## src/hw/sfa_pkg.sv

```systemverilog
// sfa_pkg: shared constants and carrier types for the sample buffer
// block with auto-sleep; assumes a 100 MHz system clock.
package sfa_pkg;
  // clock and step timing
  localparam int CLK_KHZ = 100000;
  localparam int STEP_FAST_MS = 320;
  localparam int STEP_SLOW_MS = 640;
  localparam int STEP_FAST_CYC = STEP_FAST_MS * CLK_KHZ;
  localparam int STEP_SLOW_CYC = STEP_SLOW_MS * CLK_KHZ;
  // buffer geometry
  localparam int BUF_DEPTH = 32;
  localparam int CNT_W = 6;
  localparam int PTR_W = 5;
  localparam int DATA_W = 14;
  // register offsets
  localparam logic [7:0] ADR_READY = 8'h00;
  localparam logic [7:0] ADR_X_HIGH = 8'h01;
  localparam logic [7:0] ADR_X_LOW = 8'h02;
  localparam logic [7:0] ADR_Y_HIGH = 8'h03;
  localparam logic [7:0] ADR_Y_LOW = 8'h04;
  localparam logic [7:0] ADR_Z_HIGH = 8'h05;
  localparam logic [7:0] ADR_Z_LOW = 8'h06;
  localparam logic [7:0] ADR_BUF_SETUP = 8'h09;
  localparam logic [7:0] ADR_SYS_STATE = 8'h0B;
  localparam logic [7:0] ADR_INACT_LIMIT = 8'h29;
  localparam logic [7:0] ADR_MAIN_CTRL = 8'h2A;
  localparam logic [7:0] ADR_POWER_CTRL = 8'h2B;
  localparam logic [7:0] ADR_WAKE_CTRL = 8'h2C;
  localparam logic [7:0] ADR_EVENT_EN = 8'h2D;
  // buffer modes
  localparam logic [1:0] MODE_OFF = 2'h0;
  localparam logic [1:0] MODE_CIRC = 2'h1;
  localparam logic [1:0] MODE_STOP = 2'h2;
  localparam logic [1:0] MODE_TRIG = 2'h3;
  // event bit layout: 7 sleep/wake, 6 buffer, 5 transient, 4 orientation,
  // 3 tap, 2 freefall/motion, 1 vector change, 0 data ready
  localparam logic [7:0] RESTART_MASK = 8'h7E;
  localparam logic [7:0] WAKE_MASK = 8'h3E;
  localparam int EV_SLEEP_WAKE = 7;
  localparam int EV_DATA_READY = 0;
  // control bit positions
  localparam int MAIN_ACTIVE = 0;
  localparam int MAIN_FAST_READ = 1;
  localparam int POWER_SLEEP_EN = 2;
  localparam int WAKE_BUF_GATE = 7;
  localparam logic [2:0] RATE_SLOWEST = 3'h7;
  localparam logic [7:0] RESET_BYTE = 8'h00;
  localparam logic [2:0] LAST_BYTE = 3'h5;

  typedef struct packed {
    logic [DATA_W-1:0] x;
    logic [DATA_W-1:0] y;
    logic [DATA_W-1:0] z;
  } sfa_sample_t;

  typedef struct packed {
    logic start;
    logic read;
    logic write;
    logic stop;
    logic [7:0] addr;
    logic [7:0] wdata;
  } sfa_regreq_t;

  typedef enum logic [1:0] {ST_STANDBY, ST_WAKE, ST_SLEEP} sfa_state_t;
endpackage

```

## src/hw/sfa_sample_buffer.sv

```systemverilog
// sfa_sample_buffer: auto-sleep control, output data registers and the
// 32-sample buffer, with its byte register port. Assumes the serial port
// front end decodes transactions into regReq pulses on clk.
// Functional notes
// - limit sets least idle time before sleep, only with sleep enabled
// - one limit count is 320 ms, or 640 ms at the slowest active rate
// - an enabled restart event before the limit clears the sleep counter
// - reaching the limit with no restart event enters sleep rate
// - buffer restarts; sensing events restart and wake; sleep event neither
// - enabled wake event with its wake bit set returns to active rate
// - bypassed flags masked in sleep, restored on wake, except data ready
// - sleep/wake interrupt flags every transition in both directions
// - gate keeps contents, flags error, halts until host empties buffer
// - samples are 14-bit two's complement, left justified in two bytes
// - output registers show current sample, or buffer head when enabled
// - burst order X,Y,Z high then low; fast read skips low bytes
// - buffer enabled: 0x01 drains head, direct 0x02..0x06 read zero
// - ready status and six data registers form one incrementing range
// - mode: off, circular, stop when full, trigger
// - flush on disable, on sleep/wake rate change, on standby to active
// - writing mode off clears overflow, threshold flag and count
// - overflow flag set when count reaches 32
// - threshold flag while count at or above threshold; zero disables
// - samples enter at the current system rate
// - each buffer read returns and removes oldest, count minus one
// - burst ending mid-sample drops the rest of that sample
// - trigger mode circular pre-trigger, then fills and drops newest
`timescale 1ns/1ns
module sfa_sample_buffer #(
  parameter int STEP_FAST = sfa_pkg::STEP_FAST_CYC,
  parameter int STEP_SLOW = sfa_pkg::STEP_SLOW_CYC
) (
  input wire logic clk,
  input wire logic nrst,
  input wire logic sampleClkPin,
  input wire sfa_pkg::sfa_sample_t sampleIn,
  input wire logic [7:0] eventIn,
  input wire logic trigEvent,
  input wire sfa_pkg::sfa_regreq_t regReq,
  output logic [7:0] rdData,
  output logic rdValid,
  output logic sleepMode,
  output logic [2:0] sysRate,
  output logic sleepWakeIrq,
  output logic [7:0] eventEnEff
);
  import sfa_pkg::*;

  sfa_state_t state_reg, state_next;
  logic [2:0] tickSync_reg;
  logic tickLvl_reg, tickLvlOld_reg, sampleTick;
  logic [7:0] limit_reg, main_reg, power_reg, wake_reg, evEn_reg;
  logic [1:0] mode_reg;
  logic [5:0] wmrk_reg;
  logic [31:0] stepCnt_reg;
  logic [7:0] sleepCnt_reg;
  logic restartHit, wakeHit, goSleep, stepDone;
  logic [31:0] stepLen;
  sfa_sample_t buf_mem [BUF_DEPTH];
  sfa_sample_t cur_reg, head;
  logic [PTR_W-1:0] wrPtr_reg, rdPtr_reg;
  logic [CNT_W-1:0] cnt_reg;
  logic ovf_reg, trigSeen_reg, gateHold_reg, fgerr_reg, ready_reg;
  logic push, pop, dropOld, flush, full, wmrkFlag;
  logic [7:0] ptr_reg, ptr_next, rdByte;
  logic [2:0] byteIdx_reg, byteIdx_next;
  logic bufRead, modeOffWr, activeRise;

  // register write decode
  function automatic logic wr(input logic [7:0] a);
    return regReq.write && ptr_reg == a;
  endfunction

  // byte of a sample, data left justified
  function automatic logic [7:0] byteOf(input sfa_sample_t s,
                                        input logic [2:0] idx);
    logic [DATA_W-1:0] v;
    v = (idx[2:1] == 2'h0) ? s.x : (idx[2:1] == 2'h1) ? s.y : s.z;
    return idx[0] ? {v[5:0], 2'h0} : v[13:6];
  endfunction

  // sample clock pin: three flops, change taken when last two agree
  always_ff @(posedge clk or negedge nrst)
    if (!nrst)
    begin
      tickSync_reg <= 3'h0;
      tickLvl_reg <= 1'b0;
      tickLvlOld_reg <= 1'b0;
    end
    else
    begin
      tickSync_reg <= {tickSync_reg[1:0], sampleClkPin};
      if (tickSync_reg[1] == tickSync_reg[2])
        tickLvl_reg <= tickSync_reg[2];
      tickLvlOld_reg <= tickLvl_reg;
    end
  assign sampleTick = tickLvl_reg && !tickLvlOld_reg;

  // event qualification
  assign restartHit = |(eventIn & evEn_reg & RESTART_MASK);
  assign wakeHit = |(eventIn & evEn_reg & WAKE_MASK & wake_reg);
  assign stepLen = (main_reg[4:2] == RATE_SLOWEST) ?
    32'(STEP_SLOW) : 32'(STEP_FAST);
  assign stepDone = stepCnt_reg == stepLen - 32'h1;
  assign goSleep = power_reg[POWER_SLEEP_EN] && !restartHit
    && sleepCnt_reg == limit_reg;

  // inactivity step timer and counter
  always_ff @(posedge clk or negedge nrst)
    if (!nrst)
    begin
      stepCnt_reg <= 32'h0;
      sleepCnt_reg <= 8'h0;
    end
    else if (state_reg != ST_WAKE || restartHit
             || !power_reg[POWER_SLEEP_EN])
    begin
      stepCnt_reg <= 32'h0;
      sleepCnt_reg <= 8'h0;
    end
    else if (stepDone)
    begin
      stepCnt_reg <= 32'h0;
      if (sleepCnt_reg != 8'hFF)
        sleepCnt_reg <= sleepCnt_reg + 8'h1;
    end
    else
      stepCnt_reg <= stepCnt_reg + 32'h1;

  // power state selection
  always_comb
  begin
    state_next = state_reg;
    case (state_reg)
      ST_STANDBY:
        if (main_reg[MAIN_ACTIVE])
          state_next = ST_WAKE;
      ST_WAKE:
        if (!main_reg[MAIN_ACTIVE])
          state_next = ST_STANDBY;
        else if (goSleep)
          state_next = ST_SLEEP;
      ST_SLEEP:
        if (!main_reg[MAIN_ACTIVE])
          state_next = ST_STANDBY;
        else if (wakeHit)
          state_next = ST_WAKE;
      default:
        state_next = ST_STANDBY;
    endcase
  end

  // power state, rate and effective enables
  always_ff @(posedge clk or negedge nrst)
    if (!nrst)
    begin
      state_reg <= ST_STANDBY;
      sleepMode <= 1'b0;
      sysRate <= 3'h0;
      eventEnEff <= 8'h0;
    end
    else
    begin
      state_reg <= state_next;
      sleepMode <= state_next == ST_SLEEP;
      sysRate <= (state_next == ST_SLEEP) ? main_reg[7:5] : main_reg[4:2];
      eventEnEff <= (state_next == ST_SLEEP) ?
        (evEn_reg & (wake_reg | 8'h80)) : evEn_reg;
    end

  // sleep/wake interrupt flag, cleared by reading the state register
  always_ff @(posedge clk or negedge nrst)
    if (!nrst)
      sleepWakeIrq <= 1'b0;
    else if (evEn_reg[EV_SLEEP_WAKE] && state_reg != ST_STANDBY
             && state_next != ST_STANDBY && state_next != state_reg)
      sleepWakeIrq <= 1'b1;
    else if (regReq.read && ptr_reg == ADR_SYS_STATE)
      sleepWakeIrq <= 1'b0;

  // control registers
  always_ff @(posedge clk or negedge nrst)
    if (!nrst)
    begin
      limit_reg <= RESET_BYTE;
      main_reg <= RESET_BYTE;
      power_reg <= RESET_BYTE;
      wake_reg <= RESET_BYTE;
      evEn_reg <= RESET_BYTE;
      mode_reg <= MODE_OFF;
      wmrk_reg <= 6'h0;
    end
    else
    begin
      if (wr(ADR_INACT_LIMIT))
        limit_reg <= regReq.wdata;
      if (wr(ADR_MAIN_CTRL))
        main_reg <= regReq.wdata;
      if (wr(ADR_POWER_CTRL))
        power_reg <= regReq.wdata;
      if (wr(ADR_WAKE_CTRL))
        wake_reg <= regReq.wdata;
      if (wr(ADR_EVENT_EN))
        evEn_reg <= regReq.wdata;
      else if (state_reg == ST_WAKE && state_next == ST_SLEEP)
        evEn_reg[EV_DATA_READY] <= 1'b0;
      if (wr(ADR_BUF_SETUP))
      begin
        mode_reg <= regReq.wdata[7:6];
        wmrk_reg <= regReq.wdata[5:0];
      end
    end

  // buffer control terms
  assign head = buf_mem[rdPtr_reg];
  assign full = cnt_reg == CNT_W'(BUF_DEPTH);
  assign modeOffWr = wr(ADR_BUF_SETUP) && regReq.wdata[7:6] == MODE_OFF;
  assign activeRise = state_reg == ST_STANDBY && state_next == ST_WAKE;
  assign flush = modeOffWr || activeRise
    || (state_reg == ST_SLEEP && state_next == ST_WAKE && !gateHold_reg)
    || (state_reg == ST_WAKE && state_next == ST_SLEEP
        && !wake_reg[WAKE_BUF_GATE]);
  always_comb
  begin
    push = 1'b0;
    dropOld = 1'b0;
    if (sampleTick && mode_reg != MODE_OFF && state_reg != ST_STANDBY
        && !gateHold_reg)
      case (mode_reg)
        MODE_CIRC:
        begin
          push = 1'b1;
          dropOld = full;
        end
        MODE_STOP:
          push = !full;
        MODE_TRIG:
          if (trigSeen_reg)
            push = !full;
          else
          begin
            push = 1'b1;
            dropOld = full || (wmrk_reg != 6'h0
                               && cnt_reg >= CNT_W'(wmrk_reg));
          end
        default:
          push = 1'b0;
      endcase
  end
  assign bufRead = regReq.read && mode_reg != MODE_OFF
    && ptr_reg == ADR_X_HIGH;
  // pop after last byte, or at a burst end mid-sample
  assign pop = cnt_reg != CNT_W'(0) && !dropOld
    && ((bufRead && byteIdx_next == 3'h0)
        || (regReq.stop && byteIdx_reg != 3'h0));

  // buffer storage and pointers
  always_ff @(posedge clk)
    if (push)
      buf_mem[wrPtr_reg] <= sampleIn;
  always_ff @(posedge clk or negedge nrst)
    if (!nrst)
    begin
      wrPtr_reg <= '0;
      rdPtr_reg <= '0;
      cnt_reg <= '0;
    end
    else if (flush)
    begin
      wrPtr_reg <= '0;
      rdPtr_reg <= '0;
      cnt_reg <= '0;
    end
    else
    begin
      if (push)
        wrPtr_reg <= wrPtr_reg + PTR_W'(1);
      if (pop || dropOld)
        rdPtr_reg <= rdPtr_reg + PTR_W'(1);
      if (push && !dropOld && !pop)
        cnt_reg <= cnt_reg + CNT_W'(1);
      else if (pop && !push)
        cnt_reg <= cnt_reg - CNT_W'(1);
    end

  // overflow, trigger and gate flags
  always_ff @(posedge clk or negedge nrst)
    if (!nrst)
    begin
      ovf_reg <= 1'b0;
      trigSeen_reg <= 1'b0;
      gateHold_reg <= 1'b0;
      fgerr_reg <= 1'b0;
    end
    else
    begin
      if (modeOffWr)
        ovf_reg <= 1'b0;
      else if (full)
        ovf_reg <= 1'b1;
      if (mode_reg == MODE_TRIG && trigEvent)
        trigSeen_reg <= 1'b1;
      else if (flush)
        trigSeen_reg <= 1'b0;
      if (state_reg == ST_WAKE && state_next == ST_SLEEP
          && wake_reg[WAKE_BUF_GATE])
      begin
        gateHold_reg <= 1'b1;
        fgerr_reg <= 1'b1;
      end
      else if (cnt_reg == CNT_W'(0))
      begin
        gateHold_reg <= 1'b0;
        fgerr_reg <= 1'b0;
      end
    end
  assign wmrkFlag = wmrk_reg != 6'h0 && cnt_reg >= CNT_W'(wmrk_reg);

  // current sample and ready status, set wins over read clear
  always_ff @(posedge clk or negedge nrst)
    if (!nrst)
    begin
      cur_reg <= '0;
      ready_reg <= 1'b0;
    end
    else
    begin
      if (sampleTick && state_reg != ST_STANDBY)
        cur_reg <= sampleIn;
      if (sampleTick && state_reg != ST_STANDBY)
        ready_reg <= 1'b1;
      else if (regReq.read && ptr_reg == ADR_READY)
        ready_reg <= 1'b0;
    end

  // read data selection
  always_comb
  begin
    rdByte = 8'h0;
    case (ptr_reg)
      ADR_READY:
        rdByte = (mode_reg != MODE_OFF) ?
          {ovf_reg, wmrkFlag, cnt_reg} : {4'h0, ready_reg, 3'h0};
      ADR_X_HIGH, ADR_X_LOW, ADR_Y_HIGH, ADR_Y_LOW, ADR_Z_HIGH, ADR_Z_LOW:
        if (mode_reg == MODE_OFF)
          rdByte = byteOf(cur_reg, 3'(ptr_reg - ADR_X_HIGH));
        else if (ptr_reg == ADR_X_HIGH && cnt_reg != CNT_W'(0))
          rdByte = byteOf(head, byteIdx_reg);
        else
          rdByte = 8'h0;
      ADR_BUF_SETUP:
        rdByte = {mode_reg, wmrk_reg};
      ADR_SYS_STATE:
        rdByte = {fgerr_reg, 5'h0, 2'(state_reg)};
      ADR_INACT_LIMIT:
        rdByte = limit_reg;
      ADR_MAIN_CTRL:
        rdByte = main_reg;
      ADR_POWER_CTRL:
        rdByte = power_reg;
      ADR_WAKE_CTRL:
        rdByte = wake_reg;
      ADR_EVENT_EN:
        rdByte = evEn_reg;
      default:
        rdByte = 8'h0;
    endcase
  end

  // address auto-increment and byte position within a buffer sample
  always_comb
  begin
    ptr_next = ptr_reg + 8'h1;
    byteIdx_next = byteIdx_reg;
    if (bufRead)
    begin
      ptr_next = ptr_reg;
      byteIdx_next = byteIdx_reg + (main_reg[MAIN_FAST_READ] ? 3'h2 : 3'h1);
      if (byteIdx_next > LAST_BYTE)
        byteIdx_next = 3'h0;
    end
    else if (main_reg[MAIN_FAST_READ] && (ptr_reg == ADR_X_HIGH
             || ptr_reg == ADR_Y_HIGH || ptr_reg == ADR_Z_HIGH))
      ptr_next = ptr_reg + 8'h2;
  end

  // register port pointer and read answer
  always_ff @(posedge clk or negedge nrst)
    if (!nrst)
    begin
      ptr_reg <= 8'h0;
      byteIdx_reg <= 3'h0;
      rdData <= 8'h0;
      rdValid <= 1'b0;
    end
    else
    begin
      rdValid <= regReq.read;
      if (regReq.read)
        rdData <= rdByte;
      if (regReq.start)
        ptr_reg <= regReq.addr;
      else if (regReq.read || regReq.write)
        ptr_reg <= ptr_next;
      if (regReq.stop || flush)
        byteIdx_reg <= 3'h0;
      else if (bufRead)
        byteIdx_reg <= byteIdx_next;
    end
endmodule

```

## config.mk

```make
export PLATFORM = sky130hd
export DESIGN_NAME = sfa_sample_buffer
export DESIGN_NICKNAME = d
export VERILOG_FILES = /design/src/hw/sfa_pkg.sv /design/src/hw/sfa_sample_buffer.sv
export SDC_FILE = /design/constraint.sdc
export NUM_CORES = 2
export LEC_CHECK = 0
export ABC_AREA = 1
export BUFFER_PORTS_ARGS = -buffer_cell sky130_fd_sc_hd__clkbuf_2
export CORE_UTILIZATION = 50
export DETAILED_ROUTE_END_ITERATION = 8
export PLACE_DENSITY = 0.77
export SLEW_MARGIN = 20
export SYNTH_ARGS = -nofsm -noshare
export SYNTH_HDL_FRONTEND = slang
export SYNTH_SLANG_ARGS = --single-unit
```

## constraint.sdc

```tcl
create_clock -name clk -period 4.4 [get_ports clk]
set_input_delay 0.88 -clock clk [delete_from_list [all_inputs] [get_ports clk]]
set_output_delay 0.88 -clock clk [all_outputs]
set_load 0.02 [all_outputs]
```

Word level (Yosys, flattened, before mapping)
Memory sizes are Yosys's and may differ from the RTL's.
Cells that the tools add are included.
{"block": "totals", "register_bits": 190, "in_bits": 74, "out_inout_bits": 22, "mem_bits_rw": 1344, "n_memories": 1}
{"block": "op_classes", "order_cmp": 2, "n_eq_ne": 31, "add_sub_neg": 11, "n_reduce_logical": 91, "bitwise": 3, "mux": 60}
{"name": "buf_mem", "words": 32, "word_bits": 42, "read_ports": 1, "rd_ports_with_merged_regs": 0, "write_ports": 1, "line": "sfa_sample_buffer.sv:59", "text": "sfa_sample_t buf_mem [BUF_DEPTH];"}
{"op": "8-bit 2-to-1 mux", "count": 13}
{"op": "8-bit case mux with 9 select lines", "count": 1}
{"op": "32-bit 2-to-1 mux", "count": 2}
{"op": "14-bit 2-to-1 mux", "count": 4}
{"op": "8-bit by 6-bit == test with 1-bit output, second input constant", "count": 5}
{"op": "1-bit logical AND", "count": 38}
{"op": "32-bit by 1-bit adder with 32-bit output, second input constant", "count": 1}
{"op": "32-bit == test", "count": 1}
{"op": "2-bit nonzero test", "count": 15}
{"op": "26-bit by 1-bit subtractor with 27-bit output, second input constant", "count": 1}
{"op": "26-bit 2-to-1 mux", "count": 1}
{"op": "8-bit by 3-bit == test with 1-bit output, second input constant", "count": 3}
{"op": "5-bit 2-to-1 mux", "count": 4}
{"op": "1-bit 2-to-1 mux", "count": 18}
{"op": "6-bit 2-to-1 mux", "count": 3}
{"op": "8-bit by 1-bit adder with 8-bit output, second input constant", "count": 2}
{"op": "8-bit by 2-bit == test with 1-bit output, second input constant", "count": 2}
{"op": "8-bit by 4-bit == test with 1-bit output, second input constant", "count": 2}
{"op": "3-bit 2-to-1 mux", "count": 5}
{"op": "1-bit logical OR", "count": 12}
{"op": "2-bit 2-to-1 mux", "count": 6}
{"op": "6-bit nonzero test", "count": 2}
{"op": "6-bit OR reduction", "count": 2}
{"op": "5-bit by 1-bit adder with 5-bit output, second input constant", "count": 2}
{"op": "other kinds (32)", "count": 53}

Longest topological paths before layout
{"block": "depth", "ltp_word": 15, "ltp_mapped": 22, "mapped_depth_nobuf": 22}

Least setup slack after synthesis
OpenSTA, ideal clock, no wires.
{"block": "synth_timing", "path_type": "reg2reg", "start": "reg state_reg[0]", "end": "mem buf_mem[15][0] (netlist bit), enable pin", "synth_period_minus_slack_ns": 4.752, "stages_incl_launch_ff": 9, "arrival_time_ns": 4.257, "path_buffers": 0, "path_slack_ns": -0.352, "cell_sequence": "dfrtp_1 inv_2 nand2_1 nand3b_1 nor3_1 nand2_1 inv_2 nand3_1 nor3_1"}
{"block": "synth_via", "elab_chain_cells": 6}
{"item": "from (decl)", "line": "sfa_sample_buffer.sv:49", "text": "sfa_state_t state_reg, state_next;"}
{"item": "from (signal assigned)", "line": "sfa_sample_buffer.sv:164", "text": "state_reg <= state_next;"}
{"item": "2-bit nonzero test", "line": "sfa_sample_buffer.sv:227", "text": "if (sampleTick && mode_reg != MODE_OFF && state_reg != ST_STANDBY"}
{"item": "1-bit logical AND", "line": "sfa_sample_buffer.sv:227"}
{"item": "1-bit logical AND", "line": "sfa_sample_buffer.sv:228", "text": "&& !gateHold_reg)"}
{"item": "1-bit 2-to-1 mux", "line": "sfa_sample_buffer.sv:227"}
{"item": "1-bit 2-to-1 mux", "line": "sfa_sample_buffer.sv:259", "text": "if (push)"}
{"item": "1-bit 2-to-1 mux (not written as such)", "line": "sfa_sample_buffer.sv:260", "text": "buf_mem[wrPtr_reg] <= sampleIn;"}
{"item": "to (decl)", "line": "sfa_sample_buffer.sv:59"}
Every way passes these cells.

Final worst setup path
{"block": "layout_timing", "start": "reg byteIdx_reg[0]", "end": "reg cnt_reg[5]"}
{"block": "layout_via", "elab_chain_cells": 12, "elab_cells_between_ends": 16, "cone_classes": "add/sub (1); order compare (1); mux (4); reduce/logical (10)"}
{"item": "from (decl)", "line": "sfa_sample_buffer.sv:66", "text": "logic [2:0] byteIdx_reg, byteIdx_next;"}
{"item": "from (signal assigned)", "line": "sfa_sample_buffer.sv:408", "text": "byteIdx_reg <= byteIdx_next;"}
{"item": "3-bit by 2-bit adder with 3-bit output", "line": "sfa_sample_buffer.sv:378", "text": "byteIdx_next = byteIdx_reg + (main_reg[MAIN_FAST_READ] ? 3'h2 : 3'h1);"}
{"item": "3-bit greater-than comparator", "line": "sfa_sample_buffer.sv:379", "text": "if (byteIdx_next > LAST_BYTE)"}
{"item": "3-bit 2-to-1 mux", "line": "sfa_sample_buffer.sv:379"}
{"item": "3-bit 2-to-1 mux", "line": "sfa_sample_buffer.sv:375", "text": "if (bufRead)"}
{"item": "3-bit logical NOT", "line": "sfa_sample_buffer.sv:254", "text": "&& ((bufRead && byteIdx_next == 3'h0)"}
{"item": "1-bit logical AND", "line": "sfa_sample_buffer.sv:254"}
{"item": "1-bit logical OR *", "line": "sfa_sample_buffer.sv:255", "text": "|| (regReq.stop && byteIdx_reg != 3'h0));"}
{"item": "1-bit logical AND *", "line": "sfa_sample_buffer.sv:254"}
{"item": "1-bit logical NOT", "line": "sfa_sample_buffer.sv:280", "text": "if (push && !dropOld && !pop)"}
{"item": "1-bit logical AND", "line": "sfa_sample_buffer.sv:280"}
{"item": "6-bit 2-to-1 mux", "line": "sfa_sample_buffer.sv:280"}
{"item": "6-bit 2-to-1 mux", "line": "sfa_sample_buffer.sv:268", "text": "else if (flush)"}
{"item": "to (signal assigned)", "line": "sfa_sample_buffer.sv:281", "text": "cnt_reg <= cnt_reg + CNT_W'(1);"}
{"item": "to (signal assigned)", "line": "sfa_sample_buffer.sv:283", "text": "cnt_reg <= cnt_reg - CNT_W'(1);"}
{"item": "to (decl)", "line": "sfa_sample_buffer.sv:62", "text": "logic [CNT_W-1:0] cnt_reg;"}
Mark *: on every way between the ends. The rest lies on a longest branch, timed or not.
A chain may end at the register's enable or synchronous reset.

==> flow_results.org <==
** Routing
- Pre-antenna DRT Iters :: 7
- The detail route stage leaves a number of antenna-violating nets equal to 0.
- In this run, the number of DRC markers left after iteration 0 of detailed routing was just over 6000.
- Detailed routing inserted a total of approximately 44000 vias.
- Aggregate routed wire length :: around 170000 um
- Routed len/inst :: 23.4 um
- In the routed design, unresolved DRC markers number 0.
- Using the TritonRoute via totals, the vias-per-cell ratio works out to approximately 6.0.

** Pwr
- Sw Ratio :: between 20% and 30%
- Per report_power, the sequential group accounts for between 50% and 60% of the total.
- Power spread over the standard cell area amounts to between 400 and 500 mW/mm^2.
- Fraction of power consumed by combinational cells :: approximately 6.5%
- The clock network accounts for between 40% and 50% of the total power.
- Cell Int Power :: between 0.02 and 0.025 W
- For this design the static power due to leakage is between 20 and 30 nW.
- Worst ir drop on vdd :: ~0.43 mV
- Power spent charging and discharging nets :: approximately 0.007 W

** Layout
- In the final layout, the multi-input gates occupy between 0.015 and 0.02 mm^2.
- Area growth from synthesis to layout :: 11.9%
- Final std cells w/o fill :: 7360
- Number of fill cells in the layout :: between 9000 and 10000
- For this run, the share of the core covered by cells in the final layout is a little under three fifths.
- The post-route netlist has 9.55% of its cells at a drive strength greater than 1.
- Summing all flip-flop and latch instances after layout gives around 0.045 mm^2.
- Max reg flops :: about 1300
- Net count reported at finish :: roughly 5700
- The library cell used most frequently in the layout, excluding fill and tap cells, is sky130_fd_sc_hd__edfxtp_1.
- Highest-count cells in the layout ignoring fill and taps :: 1344 x sky130_fd_sc_hd__edfxtp_1, 931 x sky130_fd_sc_hd__nand2_1, 923 x sky130_fd_sc_hd__nor2_1

** Status
- Outcome :: finished, final reports clean

** Critical path
- Setup slack on the worst reg-to-reg path comes out at 0.80 ns.
- Among cell families on the critical path, the largest total delay comes from compound AO/OA/AOI/OAI gates.
- In this run the critical register-to-register path is launched from byteIdx_reg[0].
- In this design, the stage delay of the slowest critical-path cell is between 0.5 and 0.6 ns.
- Setup crit end kind :: flip-flop
- Critical Setup Path Class :: flip-flop to flip-flop
- Maximum fanout encountered on the critical timing path :: 7
- Ordered list of cells on the worst path :: ha_1, inv_1, fa_1, xor2_1, o21ai_0, nand2_1, o21ai_2, nand2_2, nand3_2, ha_1, a21oi_1, o21ai_0, a21o_1, a21oi_1, xor2_1, inv_1, nand2_1, nand2_1, nand2_1, nand2_1
- The number of buffers and inverters on the critical path is 2.
- Arrival time at the worst endpoint :: roughly 4.2 ns
- Category of the worst setup path launch point :: flip-flop
- Most prevalent standard cell on the critical path :: sky130_fd_sc_hd__nand2_1
- Required time reported for the critical path endpoint :: between 5 and 6 ns
- Crit path max-delay cell type :: sky130_fd_sc_hd__dfrtp_1
- In this run the critical register-to-register path is captured at cnt_reg[5].
- Number of cells on the worst reg-to-reg path :: 20

** Floorplan
- The core region is about 0.13 mm^2.
- The die is 359 um tall.
- Total number of placement rows :: between 100 and 150
- Die footprint :: roughly 0.13 mm^2
- Once the floorplan was initialized, standard cells occupied about 50% of the core.
- IO Pins :: 96
- Die X-Extent :: between 300 and 400 um

** Clocking
- Clock tree synthesis selected as its root buffer the cell sky130_fd_sc_hd__clkbuf_16.
- Number of cells upsized or downsized after cts :: 0
- Clock-pin slew was measured on the worst setup and hold paths at roughly 0.060 ns.
- The H-tree generated during clock tree synthesis spans 4 levels.
- Deepest clock path buffer count :: 3
- Worst-Skew Late Latency :: slightly below 0.8 ns
- TritonCTS clock tree :: built
- Clock buffers created by TritonCTS :: around 160
- TritonCTS Sinks :: 1534
- Buffer count from post-CTS setup fixing :: 0
- For this design, the CTS-stage hold fixing added 0 buffers.

** STA
- Setup repair after global routing left no endpoint under its margin.
- Transition time at the pin with the least slew margin :: about 0.90 ns
- The count of final hold-check violations came to 0.
- Number of max-slew violations in the final report :: 0
- Max frequency :: around 280 MHz
- Headroom to the max-slew limit came out at about two fifths.
- Clock period minus worst slack :: 3.60 ns
- Fin Clk Skew :: between 0.03 and 0.04 ns
- Post-route clock period utilization :: approximately four fifths
- Final setup violating endpoints :: 0

** Synth
- Netlist cell types :: between 50 and 60
- Average cell area after synthesis :: 11.5 um^2
- Of the synthesized area, sequential elements account for a little over two thirds.
- Of all flip-flops after synthesis, the portion carrying an async set or reset was 12.4%.
- The synthesized design contains between 1000 and 1500 enable-type register cells.
- Synthesized Nets :: between 5000 and 6000
- Yosys warning total :: 0
- In the synthesized netlist, the number of instances is approximately 5500.
- Dominant register cell in the synthesized netlist :: sky130_fd_sc_hd__edfxtp_1
- Summing every instance area after synthesis gives 0.0638 mm^2.
- Count of state elements after synthesis :: ~1500

** Hold path
- The worst hold path belongs to the class input port to async pin.

** Place
- Post-detail-place hpwl :: about 93000 um
- The count of buffers added on input and output ports is 93.
- Cell count after placement :: approximately 7100
- Placer's final routability congestion estimate :: 0.921

** Global routing
- For this run the aggregate overflow at the end of global routing stands at 0.
- Entering global routing, the biggest net connects around 140 pins.
- The first global-routing pass estimated about 260000 um of wire.
- Vias in the first global route :: ~42000
- The number of antenna violations at the first check in global routing was 8.
- Total routing resource utilization after global routing :: about a quarter

** Run
- The tool flagged a number of max-cap violations equal to 0.
[metrics by stage]
| stage | TNS (ns) | hold slack (ns) | total power, W | setup WS [ns] | cell area (um^2) |
|---|---|---|---|---|---|
| final | 0 | 0.212 | 0.0314 | 0.801 | 71400 |
| after global routing | 0 | 0.220 | 0.0323 | 0.486 | 71400 |
| after CTS | 0 | 0.195 | 0.0314 | 0.840 | 71300 |
| after detailed placement | 0 | 0.345 | 0.0188 | 0.535 | 66400 |
| after global placement | 0 | 0.338 | 0.0187 | 0.471 | 66400 |
| after floorplan | -40.40 | 0.331 | 0.0180 | -0.321 | 63800 |
[cells in the mapped netlist, types with 56 or more instances]
master | count | area [um^2]
sky130_fd_sc_hd__nand2_1 | 931 | 3490
sky130_fd_sc_hd__o21ai_0 | 595 | 2980
sky130_fd_sc_hd__dfrtp_1 | 190 | 4750
sky130_fd_sc_hd__edfxtp_1 | 1344 | 40400
sky130_fd_sc_hd__inv_1 | 202 | 758
sky130_fd_sc_hd__nor2_1 | 952 | 3570
sky130_fd_sc_hd__a21oi_1 | 124 | 621
sky130_fd_sc_hd__buf_2 | 107 | 536
sky130_fd_sc_hd__o211ai_1 | 116 | 871
sky130_fd_sc_hd__o21ai_1 | 56 | 280
sky130_fd_sc_hd__clkbuf_1 | 122 | 458
sky130_fd_sc_hd__nand3_1 | 389 | 1950
[layout make-up]
type / instances / share of cell area [%]
well taps: 1650 / 2.89
clock buffers: 209 / 5.98
inverters: 217 / 1.17
flip-flops and latches: 1534 / 63.2
repair buffers: 208 / 2.59
multi-input cells: 3473 / 23.1
diodes: 3 / 0.0105
clock inverters: 66 / 0.975
[metal layers]
layer  wire length (um)  up-vias  GRT usage, %
li1                   -    19600             -
met5                 69        -             0
met2              80200     2683          41.8
met3              19400      509          5.20
met4               8480       10          12.9
met1              64200    21300          35.4
[worst register-to-register path, delay by kind of cell (launching register included)]
family / cells / cell delay (ns)
and+or+nand+nor: 7 / 0.60
AOI/OAI and AO/OA: 6 / 1.05
xor gates and xnor gates: 2 / 0.38
adders and majority gates: 3 / 0.83
DFF: 1 / 0.52
buffers and inverters: 2 / 0.11
[worst max path at each step]
stage                   start             end  slack (ns)  depth (start not counted)
2_1_floorplan    state_reg[0]  buf_mem[23][0]       -0.32                          8
3_3_place_gp       regReq[18]      cnt_reg[5]        0.47                         19
3_5_place_dp       regReq[18]      cnt_reg[5]        0.54                         19
4_1_cts        byteIdx_reg[0]      cnt_reg[5]        0.84                         20
5_1_grt           main_reg[1]      cnt_reg[5]        0.49                         22
6_report       byteIdx_reg[0]      cnt_reg[5]        0.80                         20
[power by group through the flow]
| stage | Sequential [W] | Combinational [W] | Clock (W) |
|---|---|---|---|
| 2_1_floorplan | 0.0167 | 0.00129 | 0 |
| 3_3_place_gp | 0.0168 | 0.00194 | 0 |
| 3_5_place_dp | 0.0168 | 0.00198 | 0 |
| 4_1_cts | 0.0165 | 0.00201 | 0.0129 |
| 5_1_grt | 0.0165 | 0.00225 | 0.0135 |
| 6_report | 0.0165 | 0.00204 | 0.0128 |
[kinds of logic after synthesis]
| logic type | count (synthesis) | synth area share, % |
|---|---|---|
| AO/OA/AOI/OAI | 992 | 8.58 |
| XOR/XNOR | 36 | 0.494 |
| adder cells (fa/ha/maj) | 27 | 0.549 |
| buffers and inverters | 522 | 3.75 |
| flip-flops | 1534 | 70.7 |
| multiplexers | 34 | 0.600 |
| AND/OR/NAND/NOR | 2384 | 15.3 |
Power figures use the tool's default switching activity.
